### config.mk
export PLATFORM = sky130hd
export DESIGN_NAME = nvs_sequencer
export DESIGN_NICKNAME = d
export VERILOG_FILES = /design/src/rtl/nvs_pkg.sv /design/src/rtl/nvs_sequencer.sv
export VERILOG_INCLUDE_DIRS = /design/src /design/src/rtl
export SDC_FILE = /design/constraint.sdc
export NUM_CORES = 1
export LEC_CHECK = 0
export BUFFER_PORTS_ARGS = -buffer_cell sky130_fd_sc_hd__clkbuf_2
export CELL_PAD_IN_SITES_DETAIL_PLACEMENT = 0
export CELL_PAD_IN_SITES_GLOBAL_PLACEMENT = 2
export CORE_MARGIN = 5
export CORE_UTILIZATION = 30
export CTS_CLUSTER_DIAMETER = 50
export DETAILED_ROUTE_END_ITERATION = 10
export PLACE_DENSITY_LB_ADDON = 0.1
export SYNTH_ARGS = -nofsm -noshare
export SYNTH_HDL_FRONTEND = slang
export SYNTH_SLANG_ARGS = --single-unit
export TNS_END_PERCENT = 10
### constraint.sdc
create_clock -name clock -period 3.81 [get_ports clock]
set_clock_uncertainty 0.1 [all_clocks]
set_input_delay 0.381 -clock clock [delete_from_list [all_inputs] [get_ports clock]]
set_output_delay 0.381 -clock clock [all_outputs]
set_load 0.005 [all_outputs]
### src/rtl/nvs_cfg.svh
// Constants for the nonvolatile memory sequencer: keys, address map and timing.
`ifndef NVS_CFG_SVH
`define NVS_CFG_SVH
`define NVS_KEY_FIRST 8'h55
`define NVS_KEY_SECOND 8'hAA
`define NVS_PF_LAST 15'h07FF
`define NVS_UID_LAST 15'h0003
`define NVS_RSVD_ADDR 15'h0004
`define NVS_REV_ADDR 15'h0005
`define NVS_DEV_ADDR 15'h0006
`define NVS_CFG_FIRST 15'h0007
`define NVS_CFG_LAST 15'h000A
`define NVS_EE_BASE 15'h7000
`define NVS_EE_LAST 15'h70FF
`define NVS_ROW_MASK 15'h7FE0
`define NVS_EE_TIME_US 20
`define NVS_EE_CYCLES (`NVS_EE_TIME_US * 50)
`define NVS_ER_TIME_US 40
`define NVS_ER_CYCLES (`NVS_ER_TIME_US * 50)
`define NVS_REV_VALUE 14'h0001
`define NVS_DEV_VALUE 14'h0123
`define NVS_BLANK 14'h3FFF
`endif

### src/rtl/nvs_pkg.sv
// Types shared by the nonvolatile memory sequencer.
`default_nettype none
package nvs_pkg;
  typedef enum logic [1:0] {nvs_idle, nvs_key1, nvs_key2} nvs_unlock_t;
  typedef enum logic [1:0] {nvs_ready, nvs_ee_busy, nvs_er_busy} nvs_op_t;
  typedef struct packed {
    logic modify_permit_bit;
    logic space_select_bit;
    logic erase_select;
    logic done_irq_enable;
  } nvs_ctrl_t;
endpackage
`default_nettype wire

### src/rtl/nvs_sequencer.sv
// Unlock, EEPROM write, row erase and register read sequencer for nonvolatile memory.
`timescale 1ns/100ps
`default_nettype none
`include "nvs_cfg.svh"

// Behaviour
// - Arm only after unlock key 55h, then AAh, then write-start set.
// - One EEPROM word per write with an implicit erase.
// - EEPROM write runs without stall; clears start, sets done, may interrupt.
// - Clearing write-start during an EEPROM write has no effect.
// - Program flash writes never erase automatically.
// - Program flash erase acts on a whole 32-word row only.
// - Write-protected row: clear write-start and skip the erase.
// - Row erase stalls the CPU; completion sets done and may interrupt.
// - Erase keeps write latches; permit bit stays unchanged.
// - Space set: 0000h-0003h user ID read and write; the code reads and erases there but ignores a plain write start.
// - Read stalls briefly, data next cycle, read-start self clears.
// - Code protection blocks write and read starts; word loads and key writes still go through.
module nvs_sequencer
  import nvs_pkg::*;
(
  input wire logic clock,
  input wire logic rstn,
  input wire nvs_ctrl_t ctrl,
  input wire logic [14:0] nvm_addr,
  input wire logic [13:0] nvm_word_in,
  input wire logic word_load,
  input wire logic key_write,
  input wire logic [7:0] key_value,
  input wire logic start_set,
  input wire logic start_clear,
  input wire logic read_set,
  input wire logic code_protect,
  input wire logic row_protect,
  input wire logic [13:0] cfg_word,
  input wire logic [13:0] flash_rdata,
  input wire logic [7:0] ee_rdata,
  output logic write_start,
  output logic read_start,
  output logic nvm_done_flag,
  output logic nvm_irq,
  output logic cpu_stall,
  output logic [13:0] nvm_word_pair,
  output logic ee_we,
  output logic [7:0] ee_addr,
  output logic [7:0] ee_wdata,
  output logic row_erase,
  output logic uid_erase,
  output logic [14:0] row_addr,
  output logic [14:0] rd_addr,
  output logic rd_space
);
  localparam logic [15:0] EE_CYC = 16'(`NVS_EE_CYCLES);
  localparam logic [15:0] ER_CYC = 16'(`NVS_ER_CYCLES);

  logic rst_meta, rst_sync;
  nvs_unlock_t key_st, next_key_st;
  nvs_op_t op_st, next_op_st;
  logic [15:0] cnt, next_cnt;
  logic next_write_start, next_read_start, next_done, next_irq, next_stall;
  logic [13:0] next_word;
  logic next_ee_we, next_row_erase, next_uid_erase;
  logic [7:0] next_ee_addr, next_ee_wdata;
  logic [14:0] next_row_addr;
  logic rd_pending, next_rd_pending;
  logic is_ee, is_uid, is_pf, armed;

  // Reset release through two flip-flops; only the second is used.
  always_ff @(posedge clock or negedge rstn) begin
    if (!rstn) begin
      rst_meta <= 1'b0;
      rst_sync <= 1'b0;
    end else begin
      rst_meta <= 1'b1;
      rst_sync <= rst_meta;
    end
  end

  // Address decode of the writable spaces.
  always_comb begin
    is_pf = !ctrl.space_select_bit && nvm_addr <= `NVS_PF_LAST;
    is_uid = ctrl.space_select_bit && nvm_addr <= `NVS_UID_LAST;
    is_ee = ctrl.space_select_bit && nvm_addr >= `NVS_EE_BASE
      && nvm_addr <= `NVS_EE_LAST;
    armed = start_set && key_st == nvs_key2 && ctrl.modify_permit_bit
      && op_st == nvs_ready && !code_protect;
  end

  // Unlock, operation and read sequencing next-state logic.
  always_comb begin
    next_key_st = key_st;
    next_op_st = op_st;
    next_cnt = cnt;
    next_write_start = write_start;
    next_read_start = 1'b0;
    next_done = nvm_done_flag;
    next_stall = 1'b0;
    next_word = nvm_word_pair;
    next_ee_we = 1'b0;
    next_ee_addr = ee_addr;
    next_ee_wdata = ee_wdata;
    next_row_erase = 1'b0;
    next_uid_erase = 1'b0;
    next_row_addr = row_addr;
    next_rd_pending = 1'b0;
    if (word_load) begin
      next_word = nvm_word_in;
    end
    // Key tracking: any wrong key or a start or read request resets the sequence.
    if (key_write) begin
      if (key_value == `NVS_KEY_FIRST) begin
        next_key_st = nvs_key1;
      end else if (key_value == `NVS_KEY_SECOND && key_st == nvs_key1) begin
        next_key_st = nvs_key2;
      end else begin
        next_key_st = nvs_idle;
      end
    end else if (start_set || read_set) begin
      next_key_st = nvs_idle;
    end
    case (op_st)
      nvs_ready: begin
        if (armed && is_ee) begin
          next_op_st = nvs_ee_busy;
          next_write_start = 1'b1;
          next_ee_addr = nvm_addr[7:0];
          next_ee_wdata = nvm_word_pair[7:0];
          next_cnt = EE_CYC;
        // Only a request with erase select set ever erases; a plain write never does.
        end else if (armed && ctrl.erase_select && (is_pf || is_uid)) begin
          if (is_pf && row_protect) begin
            next_write_start = 1'b0;
          end else begin
            next_op_st = nvs_er_busy;
            next_write_start = 1'b1;
            next_row_addr = nvm_addr & `NVS_ROW_MASK;
            next_cnt = ER_CYC;
            next_stall = 1'b1;
          end
        end else if (read_set && !code_protect) begin
          next_read_start = 1'b1;
          next_stall = 1'b1;
          next_rd_pending = 1'b1;
        end
      end
      nvs_ee_busy: begin
        // Software clears are not looked at here, so the write finishes.
        next_ee_we = cnt == EE_CYC;
        if (cnt == 16'h0001) begin
          next_op_st = nvs_ready;
          next_write_start = 1'b0;
          next_done = 1'b1;
        end
        next_cnt = cnt - 16'h0001;
      end
      nvs_er_busy: begin
        next_stall = 1'b1;
        next_row_erase = cnt == ER_CYC && !ctrl.space_select_bit;
        next_uid_erase = cnt == ER_CYC && ctrl.space_select_bit;
        if (cnt == 16'h0001) begin
          next_op_st = nvs_ready;
          next_write_start = 1'b0;
          next_stall = 1'b0;
          next_done = 1'b1;
        end
        next_cnt = cnt - 16'h0001;
      end
      default: next_op_st = nvs_ready;
    endcase
    // A start taken in this cycle wins over a software clear of write-start.
    if (start_clear && op_st == nvs_ready && next_op_st == nvs_ready) begin
      next_write_start = 1'b0;
    end
    // Read data lands in the word pair one cycle after the request.
    if (rd_pending) begin
      if (!rd_space) begin
        next_word = flash_rdata;
      end else if (rd_addr <= `NVS_UID_LAST) begin
        next_word = flash_rdata;
      end else if (rd_addr == `NVS_REV_ADDR) begin
        next_word = `NVS_REV_VALUE;
      end else if (rd_addr == `NVS_DEV_ADDR) begin
        next_word = `NVS_DEV_VALUE;
      end else if (rd_addr >= `NVS_CFG_FIRST && rd_addr <= `NVS_CFG_LAST) begin
        next_word = cfg_word;
      end else if (rd_addr >= `NVS_EE_BASE && rd_addr <= `NVS_EE_LAST) begin
        next_word = {6'h00, ee_rdata};
      end else begin
        next_word = 14'h0000;
      end
    end
    // The interrupt follows the done flag while its enable is set.
    next_irq = next_done && ctrl.done_irq_enable;
  end

  // State registers.
  always_ff @(posedge clock or negedge rst_sync) begin
    if (!rst_sync) begin
      key_st <= nvs_idle;
      op_st <= nvs_ready;
      cnt <= 16'h0000;
      write_start <= 1'b0;
      read_start <= 1'b0;
      nvm_done_flag <= 1'b0;
      nvm_irq <= 1'b0;
      cpu_stall <= 1'b0;
      nvm_word_pair <= 14'h0000;
      ee_we <= 1'b0;
      ee_addr <= 8'h00;
      ee_wdata <= 8'h00;
      row_erase <= 1'b0;
      uid_erase <= 1'b0;
      row_addr <= 15'h0000;
      rd_addr <= 15'h0000;
      rd_space <= 1'b0;
      rd_pending <= 1'b0;
    end else begin
      key_st <= next_key_st;
      op_st <= next_op_st;
      cnt <= next_cnt;
      write_start <= next_write_start;
      read_start <= next_read_start;
      nvm_done_flag <= next_done;
      nvm_irq <= next_irq;
      cpu_stall <= next_stall;
      nvm_word_pair <= next_word;
      ee_we <= next_ee_we;
      ee_addr <= next_ee_addr;
      ee_wdata <= next_ee_wdata;
      row_erase <= next_row_erase;
      uid_erase <= next_uid_erase;
      row_addr <= next_row_addr;
      rd_addr <= nvm_addr;
      rd_space <= ctrl.space_select_bit;
      rd_pending <= next_rd_pending;
    end
  end
endmodule
`default_nettype wire

==> impl_metrics.env, run 1 <==
export IMPL_status="finished clean"
export IMPL_period_share_pct=69.19
export IMPL_cap_violations=0
export IMPL_htree_levels=3
export IMPL_synth_cell_types=67
export IMPL_synth_flop_cell="dfrtp_1"
export IMPL_drv_slew=0
export IMPL_dieWidth_um=131.7
export IMPL_postRouteAntennaNets=0
export IMPL_synthArstFlopShare_pct=100.0
export IMPL_grt_max_degree=67
export IMPL_dpl_cell_area_um2=5330
export IMPL_netSwitchingFraction_pct=24.56
export IMPL_power_density_nw_per_um2=358.7
export IMPL_grt_first_pass_wirelength_um=23580
export IMPL_setup_viol=0
export IMPL_p_sw_uw=496.7
export IMPL_clkPwrFrac_pct=44.7
export IMPL_ys_warn_count=0
export IMPL_relSlewSlack_pct=34.52
export IMPL_fin_area_um2=5639
export IMPL_synth_edff_count=0
export IMPL_hold_path_class="input pin to register"
export IMPL_gp_congestion=0.7989
export IMPL_netlist_instances=461
export IMPL_cp_arrival_ns=2.77
export IMPL_fp_row_count=44
export IMPL_grt_ovfl_total=0
export IMPL_yosys_register_bits=86
export IMPL_comb_power_share_pct=7.2
export IMPL_core_region_area_um2=14530
export IMPL_syn2layout_area_growth_pct=26.96
export IMPL_multi_input_area_um2=2093
export IMPL_via_per_inst=5.070
export IMPL_hold_viol_final=0
export IMPL_clock_latency_ns=0.34
export IMPL_cp_end_kind="register"
export IMPL_cts_tree="done"
export IMPL_cp_start_kind="register"
export IMPL_grt_pass1_vias=4219
export IMPL_cts_sinks=86
export IMPL_power_frac_seq_pct=48.1
export IMPL_synth_seq_area_share_pct=48.45
export IMPL_fin_crit_ns=2.636
export IMPL_cts_path_max_buffers=2
export IMPL_antenna_found_initial=0
export IMPL_vias=4005
export IMPL_pin_count=155
export IMPL_wl_um=14290
export IMPL_avgRoutedWirePerCell_um=18.09
export IMPL_rsz0062_at_grt="no"
export IMPL_drt_iter0_drc=215
export IMPL_drive_gt1_share_pct=31.02
export IMPL_die_area_um2=17340
export IMPL_timing_critical_path_required_ns=3.94
export IMPL_setup_tns_ns=0
export IMPL_fmax_mhz=379.3
export IMPL_p_int_uw=1526
export IMPL_drc=0
export IMPL_fp_dieH_um=131.7
export IMPL_grt_usage_pct=16.61
export IMPL_power_leakage_uw=0.002754
export IMPL_postCtsSetupRepairBufs=0
export IMPL_syn_avg_cell_area_um2=9.635
export IMPL_area_sequential_um2=2156
export IMPL_path_clk_slew_ns=0.07
export IMPL_worst_setup_path_type="register to register"
export IMPL_fill_cells=1513
export IMPL_final_nets=695
export IMPL_dr_pass1_iters=5
export IMPL_ir_drop_uv=161.7
export IMPL_tightest_slew_ns=0.9821
export IMPL_cts_root_buf="clkbuf_16"
export IMPL_start_util_pct=30.56
export IMPL_numCtsBuffers=9
export IMPL_path_max_fanout=10
export IMPL_dpl_hpwl_um=10880
export IMPL_io_buffers=149
export IMPL_antenna_cells=0
export IMPL_syn_cell_area_um2=4442
Yosys cell counts (all sizes together) (6+ instances only):
| library cell | n | area (um2) |
|---|---|---|
| a211o | 6 | 53.80 |
| a211oi | 13 | 110.1 |
| a21oi | 11 | 62.56 |
| a22oi | 6 | 45.04 |
| and2 | 9 | 56.31 |
| and3 | 9 | 56.30 |
| buf | 14 | 80.08 |
| clkbuf | 15 | 56.30 |
| dfrtp | 86 | 2152 |
| ha | 8 | 100.1 |
| inv | 20 | 75.07 |
| mux2i | 7 | 70.07 |
| nand2 | 85 | 319.1 |
| nand3 | 26 | 135.1 |
| nand4 | 8 | 71.32 |
| nor2 | 18 | 75.07 |
| nor2b | 8 | 50.05 |
| nor3 | 18 | 90.09 |
| nor4 | 12 | 117.6 |
worst max-delay path: stages, from the launching register on:
cell and delay [ns]:
dfrtp_1 0.44, inv_1 0.13, ha_1 0.35, and2b_1 0.25
nand4_1 0.33, a21oi_2 0.48, nor2_4 0.14, o311ai_1 0.30
routing by layer:
layer | share of wire (%) | track usage [%] | routed length [um] | vias up
li1 | - | - | - | 1929
met1 | 46 | 22.23 | 6562 | 1919
met2 | 46 | 26.66 | 6645 | 142
met5 | 0 | 0 | 0 | -
met3 | 6.0 | 3.708 | 861 | 15
met4 | 1.6 | 5.543 | 222 | 0
per-stage QoR:
stage          hold slack (ns)  setup slack (ns)  cells  utilization, %  total power, uW
3_3_place_gp           0.06708             1.279    773           36.67             1138
6_report               0.06297             1.174    790           38.80             2023
4_1_cts                0.05049             1.142    790           38.80             2054
2_1_floorplan         -0.01459             1.137    465               -             1040
5_1_grt                0.04941            0.9047    790           38.80             2115
3_5_place_dp           0.06955             1.177    773           36.67             1138
placed cells by master, fill, tap and decap left out, types with 3 or more instances in the layout:
cell,netlist,layout
conb_1,2,6
nor4_1,8,8
o211ai_1,3,3
and3_1,9,9
clkbuf_2,0,149
nand4_1,6,6
buf_4,5,4
a22oi_1,6,6
nor3b_1,4,4
clkbuf_16,0,9
nand3_1,25,25
inv_1,20,20
a211oi_1,12,12
ha_1,8,8
nand2b_1,5,5
nor2b_1,8,8
a221oi_1,3,3
o311ai_1,3,3
o31ai_1,5,5
nor2_1,17,17
mux2i_1,7,7
a21oi_1,9,9
o21ai_0,5,5
o32ai_1,5,5
dfrtp_1,86,85
a211o_1,5,5
o31a_1,3,3
and4b_1,4,4
and2_1,8,8
clkinvlp_4,0,3
nand3b_1,3,3
o221ai_1,3,3
a31oi_1,5,5
nor3_1,18,18
nand2_1,85,85
flip-flops by register name, summed over array words and instances (netlist names):
signal	cells
nvm_word_pair	14
nvm_irq	1
rd_addr	15
row_addr	10
cpu_stall	1
ee_we	1
rst_meta	1
uid_erase	1
ee_addr	8
write_start	1
op_st	2
nvm_done_flag	1
rst_sync	1
cnt	16
rd_space	1
row_erase	1
ee_wdata	8
rd_pending	1
key_st	2
cell type report:
cell class / instances / share of cell area [%]
inverter: 20 / 1.331
multi-input combinational: 330 / 37.12
tap: 184 / 4.083
clock inverter: 6 / 1.243
sequential: 86 / 38.23
timing repair buffer: 154 / 13.93
clock buffer: 10 / 4.060
logic make-up after synthesis:
group	count (synthesis)	share of synthesized area (%)
DFF	86	48.45
muxes	7	1.578
and+or+nand+nor	224	27.80
other	2	0.1691
AOI/OAI and AO/OA	84	14.79
adders and majority gates	8	2.254
xor gates and xnor gates	1	0.1972
buffers and inverters	49	4.761
power groups by stage:
| stage | Combinational [uW] | Sequential (uW) | Clock (uW) |
|---|---|---|---|
| after floorplan | 54.9 | 985 | 0 |
| after global placement | 147 | 991 | 0 |
| after detailed placement | 146 | 992 | 0 |
| after CTS | 148 | 974 | 932 |
| after global routing | 163 | 978 | 974 |
| final | 145 | 972 | 905 |
repair_timing:
action                    4_1_cts  5_1_grt
hold endpoints to repair        2        0
hold buffers                    1        0
gates resized for setup         0        0
final timing paths:
check,slack [ns],to,cells after the start,start
worst max-delay path,1.17,cnt[11],7,op_st[0]
worst min-delay path,0.06,rd_addr[1],1,nvm_addr[1]
worst max register to register,1.17,cnt[11],7,op_st[0]
worst min register to register,0.26,rst_sync,0,rst_meta
max in group asynchronous,2.43,row_addr[5],1,rst_sync
min in group asynchronous,0.26,rst_sync,2,rstn
(Power assumes the default switching activity.)
==> run 2: changes to the inputs <==
CORE_UTILIZATION = 27   (was 30)
clock period = 2.4 ns   (was 3.81 ns; I/O delays follow)
==> run 2 against run 1 <==
  * The run now ends with negative hold slack left
  * First-iteration DRC count up 6.5%
  * Flip-flop and latch count unchanged
  * Critical endpoint is now write_start
  * Sequential share of layout area fell by 2.6 points
  * Largest power group unchanged
  * Global-route usage is 0.41 points lower
  * Combinational power increased by 95%
  * Hold slack got worse by 0.067 ns
  * Die area is 10% higher
  * Routed wire length rose by 7.4%
  * Clock power rose by 60%
==> impl_metrics.env, run 2 (same netlist as run 1, synthesis figures left out) <==
export IMPL_clock_latency_ns=0.35
export IMPL_setup_viol=0
export IMPL_antenna_found_initial=0
export IMPL_ir_drop_uv=372.2
export IMPL_grt_first_pass_wirelength_um=25100
export IMPL_dieWidth_um=138.3
export IMPL_final_common_cell="clkbuf_2"
export IMPL_final_nets=735
export IMPL_power_frac_seq_pct=46.9
export IMPL_post_route_util_pct=37.85
export IMPL_cp_end_kind="register"
export IMPL_via_per_inst=4.842
export IMPL_syn2layout_area_growth_pct=36.34
export IMPL_rsz0062_at_grt="yes"
export IMPL_p_sw_uw=791.8
export IMPL_reg_largest_list="cnt (16), rd_addr (15), nvm_word_pair (14)"
export IMPL_regMostFlops="cnt"
export IMPL_timing_critical_path_required_ns=2.54
export IMPL_avgRoutedWirePerCell_um=17.81
export IMPL_pin_count=155
export IMPL_start_util_pct=27.76
export IMPL_cp_start_kind="input pin"
export IMPL_fmax_mhz=440.7
export IMPL_numCtsBuffers=9
export IMPL_dr_pass1_iters=5
export IMPL_fp_dieH_um=138.3
export IMPL_cts_root_buf="clkbuf_16"
export IMPL_cts_sinks=86
export IMPL_fin_crit_ns=2.269
export IMPL_comb_power_share_pct=8.7
export IMPL_p_int_uw=2472
export IMPL_core_region_area_um2=16000
export IMPL_largest_reg_flops=16
export IMPL_setup_slack_ns=0.1311
export IMPL_dpl_hpwl_um=11710
export IMPL_cp_top_family="compound AO/OA/AOI/OAI gates"
export IMPL_die_area_um2=19120
export IMPL_gp_congestion=0.7925
export IMPL_tightest_slew_ns=0.8743
export IMPL_drive_gt1_share_pct=32.04
export IMPL_path_cells="dlygate4sd3_1 -> clkbuf_2 -> nor4_2 -> nand4_2 -> a21o_2 -> a41o_1 -> o22a_1"
export IMPL_io_buffers=149
export IMPL_period_share_pct=94.54
export IMPL_grt_max_degree=61
export IMPL_drt_iter0_drc=229
export IMPL_grt_usage_pct=16.20
export IMPL_path_max_fanout=14
export IMPL_postCtsSetupRepairBufs=0
export IMPL_post_place_ws_ns=0.1558
export IMPL_postRouteAntennaNets=0
export IMPL_cp_arrival_ns=2.40
export IMPL_place_inst=823
export IMPL_fin_area_um2=6056
export IMPL_cts_path_max_buffers=2
export IMPL_wl_um=15350
export IMPL_antenna_cells=0
export IMPL_vias=4174
export IMPL_layoutNonFillerInstCount=862
export IMPL_drv_slew=0
export IMPL_drc=0
export IMPL_hold_viol_final=1
export IMPL_crit_path_max_incr_delay_ns=0.54
export IMPL_grt_pass1_vias=4323
export IMPL_netSwitchingFraction_pct=24.26
export IMPL_htree_levels=3
export IMPL_dpl_cell_area_um2=5518
export IMPL_fp_row_count=46
export IMPL_power_leakage_uw=0.002949
export IMPL_hold_path_class="input pin to register"
export IMPL_critPathSlowestCell="dlygate4sd3_1"
export IMPL_cp_num_buf_inv=2
export IMPL_cts_tree="done"
export IMPL_worst_setup_path_type="input pin to register"
export IMPL_clkPwrFrac_pct=44.4
export IMPL_power_density_nw_per_um2=538.9
export IMPL_path_clk_slew_ns=0.06
export IMPL_grt_ovfl_total=0
export IMPL_fin_worst_hold_slack_ns=-0.003680
export IMPL_fill_cells=1705
export IMPL_multi_input_area_um2=2100
export IMPL_area_sequential_um2=2156
export IMPL_layout_common_cells="149 x clkbuf_2, 85 x nand2_1, 85 x dfrtp_1"
export IMPL_cap_violations=0
export IMPL_violations="negative hold slack"
export IMPL_relSlewSlack_pct=41.72
export IMPL_status="finished with violations"
==> run 2: per-layer routing <==
layer	wire length, um	vias to the layer above	track usage, %
li1	-	2014	-
met1	7260	2008	22.23
met2	7056	140	25.62
met3	864	12	4.483
met4	172	0	3.588
met5	0	-	0
==> run 2: what timing repair did <==
action	in CTS	in global routing
endpoints found under the hold margin	23	0
setup endpoints to repair	0	2
hold buffers	23	0
gates resized for setup	0	1
==> run 2: cell type report <==
cell class | instances | share of cell area, %
clock buffer | 11 | 4.008
clock inverter | 5 | 0.9711
inverter | 20 | 1.240
multi-input combinational | 330 | 34.67
sequential | 86 | 35.60
tap | 216 | 4.463
timing repair buffer | 194 | 19.05
==> run 2: path summary, 6_finish.rpt <==
check / startpoint / endpoint / slack [ns] / depth (start not counted)
max: nvm_addr[11] / write_start / 0.13 / 7
min: code_protect / rd_pending / -0.004 / 2
max reg2reg: op_st[1] / cnt[6] / 0.19 / 7
min reg2reg: rst_sync / key_st[1] / 0.15 / 0
max in group asynchronous: rst_sync / cnt[8] / 1.37 / 1
min in group asynchronous: rstn / rst_sync / 0.11 / 2
==> run 2: power by group through the flow <==
| stage | logic (uW) | clock network [uW] | registers (uW) |
|---|---|---|---|
| 6_report | 283 | 1450 | 1530 |
| 5_1_grt | 316 | 1550 | 1540 |
| 4_1_cts | 288 | 1510 | 1530 |
| 3_5_place_dp | 257 | 0 | 1560 |
| 3_3_place_gp | 258 | 0 | 1560 |
| 2_1_floorplan | 87.2 | 0 | 1560 |
==> run 2: worst reg2reg max path, stage by stage, from the launching register on <==
cell,delay (ns)
dfrtp_1,0.42
inv_1,0.09
ha_1,0.20
and2b_1,0.21
nand4_1,0.17
a21o_1,0.43
nand2_1,0.22
a211oi_1,0.27
==> run 2: metrics by stage <==
step,TNS (ns),power [uW]
2_1_floorplan,0,1651
3_3_place_gp,0,1817
3_5_place_dp,0,1818
4_1_cts,0,3329
5_1_grt,-0.01104,3405
6_report,0,3264
==> run 3: changes to the inputs <==
ABC_AREA = 1   (was not set)
CORE_UTILIZATION = 25   (was 27)
==> run 3 against run 2 <==
  * The run now ends clean
  * Synthesized area shrank 4.8%
  * Global-route usage down 2.2 points
  * Non-clock buffer count decreased by 11
  * Hold slack improved by 0.019 ns
  * Register-to-register slack better by 0.08 ns
  * Largest cell class unchanged
  * Count of clock-buffer cells in the layout did not move
  * Power down 0.94%
  * Largest power group unchanged
  * Sequential power hardly changed
==> impl_metrics.env, run 3 <==
export IMPL_status="finished clean"
export IMPL_numCtsBuffers=9
export IMPL_io_buffers=149
export IMPL_grt_max_degree=42
export IMPL_clock_latency_ns=0.34
export IMPL_crit_path_start="op_st[0]"
export IMPL_vias=3885
export IMPL_synthTopCellsByCount="115 x nand2_1, 86 x dfrtp_1, 61 x nor2_1"
export IMPL_dpl_cell_area_um2=5300
export IMPL_fin_crit_ns=2.130
export IMPL_start_util_pct=25.51
export IMPL_cp_start_kind="register"
export IMPL_path_common_cell="nand2_1"
export IMPL_r2r_slack_ns=0.27
export IMPL_antenna_cells=0
export IMPL_path_cells="inv_1 -> ha_1 -> nand4_1 -> nor3_4 -> nand3_4 -> buf_4 -> nand2_1 -> nand2_1 -> nand2_1 -> nand2_1 -> nand2_1 -> nand2_1 -> nand2_1 -> nand2_1 -> nand2_1 -> nand2_1"
export IMPL_r2r_cells=16
export IMPL_critPathCapture="write_start"
export IMPL_cts_path_max_buffers=2
export IMPL_synth_cell_types=36
export IMPL_setup_tns_ns=0
export IMPL_cts_sinks=86
export IMPL_cts_tree="done"
export IMPL_netlist_instances=503
export IMPL_largest_reg_flops=16
export IMPL_r2r_start="op_st[0]"
export IMPL_period_share_pct=88.75
export IMPL_relSlewSlack_pct=61.61
export IMPL_syn_avg_cell_area_um2=8.410
export IMPL_cp_arrival_ns=2.26
export IMPL_htree_levels=3
export IMPL_avgRoutedWirePerCell_um=14.94
export IMPL_multi_input_area_um2=1769
export IMPL_r2r_end="write_start"
export IMPL_ys_warn_count=0
export IMPL_rsz0062_at_grt="no"
export IMPL_drt_iter0_drc=154
export IMPL_hold_viol_final=0
export IMPL_hold_path_class="input pin to register"
export IMPL_yosys_register_bits=86
export IMPL_layout_common_cells="149 x clkbuf_2, 115 x nand2_1, 85 x dfrtp_1"
export IMPL_cp_end_kind="register"
export IMPL_dpl_hpwl_um=10800
export IMPL_synth_edff_count=0
export IMPL_pin_count=155
export IMPL_postRouteAntennaNets=0
export IMPL_grt_ovfl_total=0
export IMPL_reg_largest_list="cnt (16), rd_addr (15), nvm_word_pair (14)"
export IMPL_final_common_cell="clkbuf_2"
export IMPL_die_area_um2=19620
export IMPL_tightest_slew_ns=0.5759
export IMPL_power_leakage_uw=0.003028
export IMPL_core_region_area_um2=16580
export IMPL_setup_viol=0
export IMPL_regMostFlops="cnt"
export IMPL_drc=0
export IMPL_fp_dieH_um=140.1
export IMPL_syn2layout_area_growth_pct=37.03
export IMPL_area_sequential_um2=2156
export IMPL_cts_resized=0
export IMPL_gp_congestion=0.7854
export IMPL_fmax_mhz=469.5
export IMPL_antenna_found_initial=0
export IMPL_critPathSlowestCell="dfrtp_1"
export IMPL_dr_pass1_iters=4
export IMPL_path_max_fanout=16
export IMPL_grt_first_pass_wirelength_um=21870
export IMPL_dieWidth_um=140.1
export IMPL_fp_row_count=47
export IMPL_synth_seq_area_share_pct=50.87
export IMPL_fill_cells=1822
export IMPL_drv_slew=0
export IMPL_timing_critical_path_required_ns=2.53
export IMPL_cts_root_buf="clkbuf_16"
export IMPL_grt_usage_pct=13.99
export IMPL_drive_gt1_share_pct=31.20
export IMPL_grt_pass1_vias=4087
export IMPL_final_nets=778
export IMPL_path_clk_slew_ns=0.07
export IMPL_ir_drop_uv=337.4
export IMPL_crit_path_max_incr_delay_ns=0.37
export IMPL_synthTopCellsByArea="dfrtp_1 51%, nand2_1 10%, nor2_1 5.4%"
export IMPL_cap_violations=0
export IMPL_synthArstFlopShare_pct=100.0
export IMPL_wl_um=13590
export IMPL_syn_cell_area_um2=4230
export IMPL_synth_flop_cell="dfrtp_1"
export IMPL_worst_setup_path_type="register to register"
export IMPL_synth_area_leader_cell="dfrtp_1"
export IMPL_fin_area_um2=5797
export IMPL_synth_top_cell_area_share_pct=50.87
export IMPL_yosysMostFrequentCell="nand2_1"
export IMPL_via_per_inst=4.274
export IMPL_power_density_nw_per_um2=557.7
==> run 3: logic make-up after synthesis <==
logic type / Yosys count / synth area share, %
AO/OA/AOI/OAI: 81 / 11.06
XOR/XNOR: 4 / 0.8281
adder cells (fa/ha/maj): 8 / 2.366
buffers and inverters: 80 / 7.660
flip-flops: 86 / 50.87
multiplexers: 9 / 2.396
other: 2 / 0.1775
AND/OR/NAND/NOR: 233 / 24.64
==> run 3: worst min path at each step <==
stage / slack (ns) / endpoint / startpoint / depth (start not counted)
CTS: 0.001 / nvm_irq / ctrl[0] / 2
finish: 0.02 / nvm_irq / ctrl[0] / 2
global route: 0.01 / rd_space / ctrl[2] / 1
detailed placement: -0.07 / rst_meta / rstn / 1
global placement: -0.07 / rst_meta / rstn / 1
floorplan: -0.16 / rst_meta / rstn / 0
==> run 3: worst max-delay path, delay by kind of cell, from the launching register on <==
kind,cells,cell delay (ns)
DFF,1,0.37
and+or+nand+nor,13,1.07
buffers and inverters,2,0.29
adders and majority gates,1,0.18
==> run 3: what timing repair did <==
item | CTS | global route
endpoints found under the hold margin | 17 | 0
setup endpoints to repair | 0 | 8
buffers inserted | 0 | 4
hold buffers | 16 | 0
==> run 3: through the flow <==
step                power [uW]  instances  setup WS [ns]  hold WS (ns)  util [%]
floorplan                 1676        507         0.3594       -0.1556         -
global placement          1859        873         0.1970      -0.07235     31.96
detailed placement        1859        873        0.08478      -0.07248     31.96
CTS                       3307        905        0.08793     0.0009796     34.70
global route              3403        909        0.01799      0.009933     34.96
finish                    3233        909         0.2700       0.01575     34.96
==> run 3: metal layers <==
metal	up-vias	wire length [um]	GRT usage, %
li1	1989	-	-
met1	1756	6348	18.71
met2	124	6124	22.16
met3	16	833	3.170
met4	0	278	5.303
met5	-	0	0
==> run 3: report_power, final <==
group	switching (uW)	internal [uW]	total [uW]
Clock	623	768	1390
Sequential	41.2	1500	1540
Combinational	163	141	305
Total	827	2410	3230
==> run 3: cell type report <==
cell class	count	share of cell area [%]
clock inverter	5	0.7123
multi-input combinational	341	30.52
sequential	86	37.19
clock buffer	11	4.360
timing repair buffer	183	18.39
tap	220	4.749
inverter	63	4.079
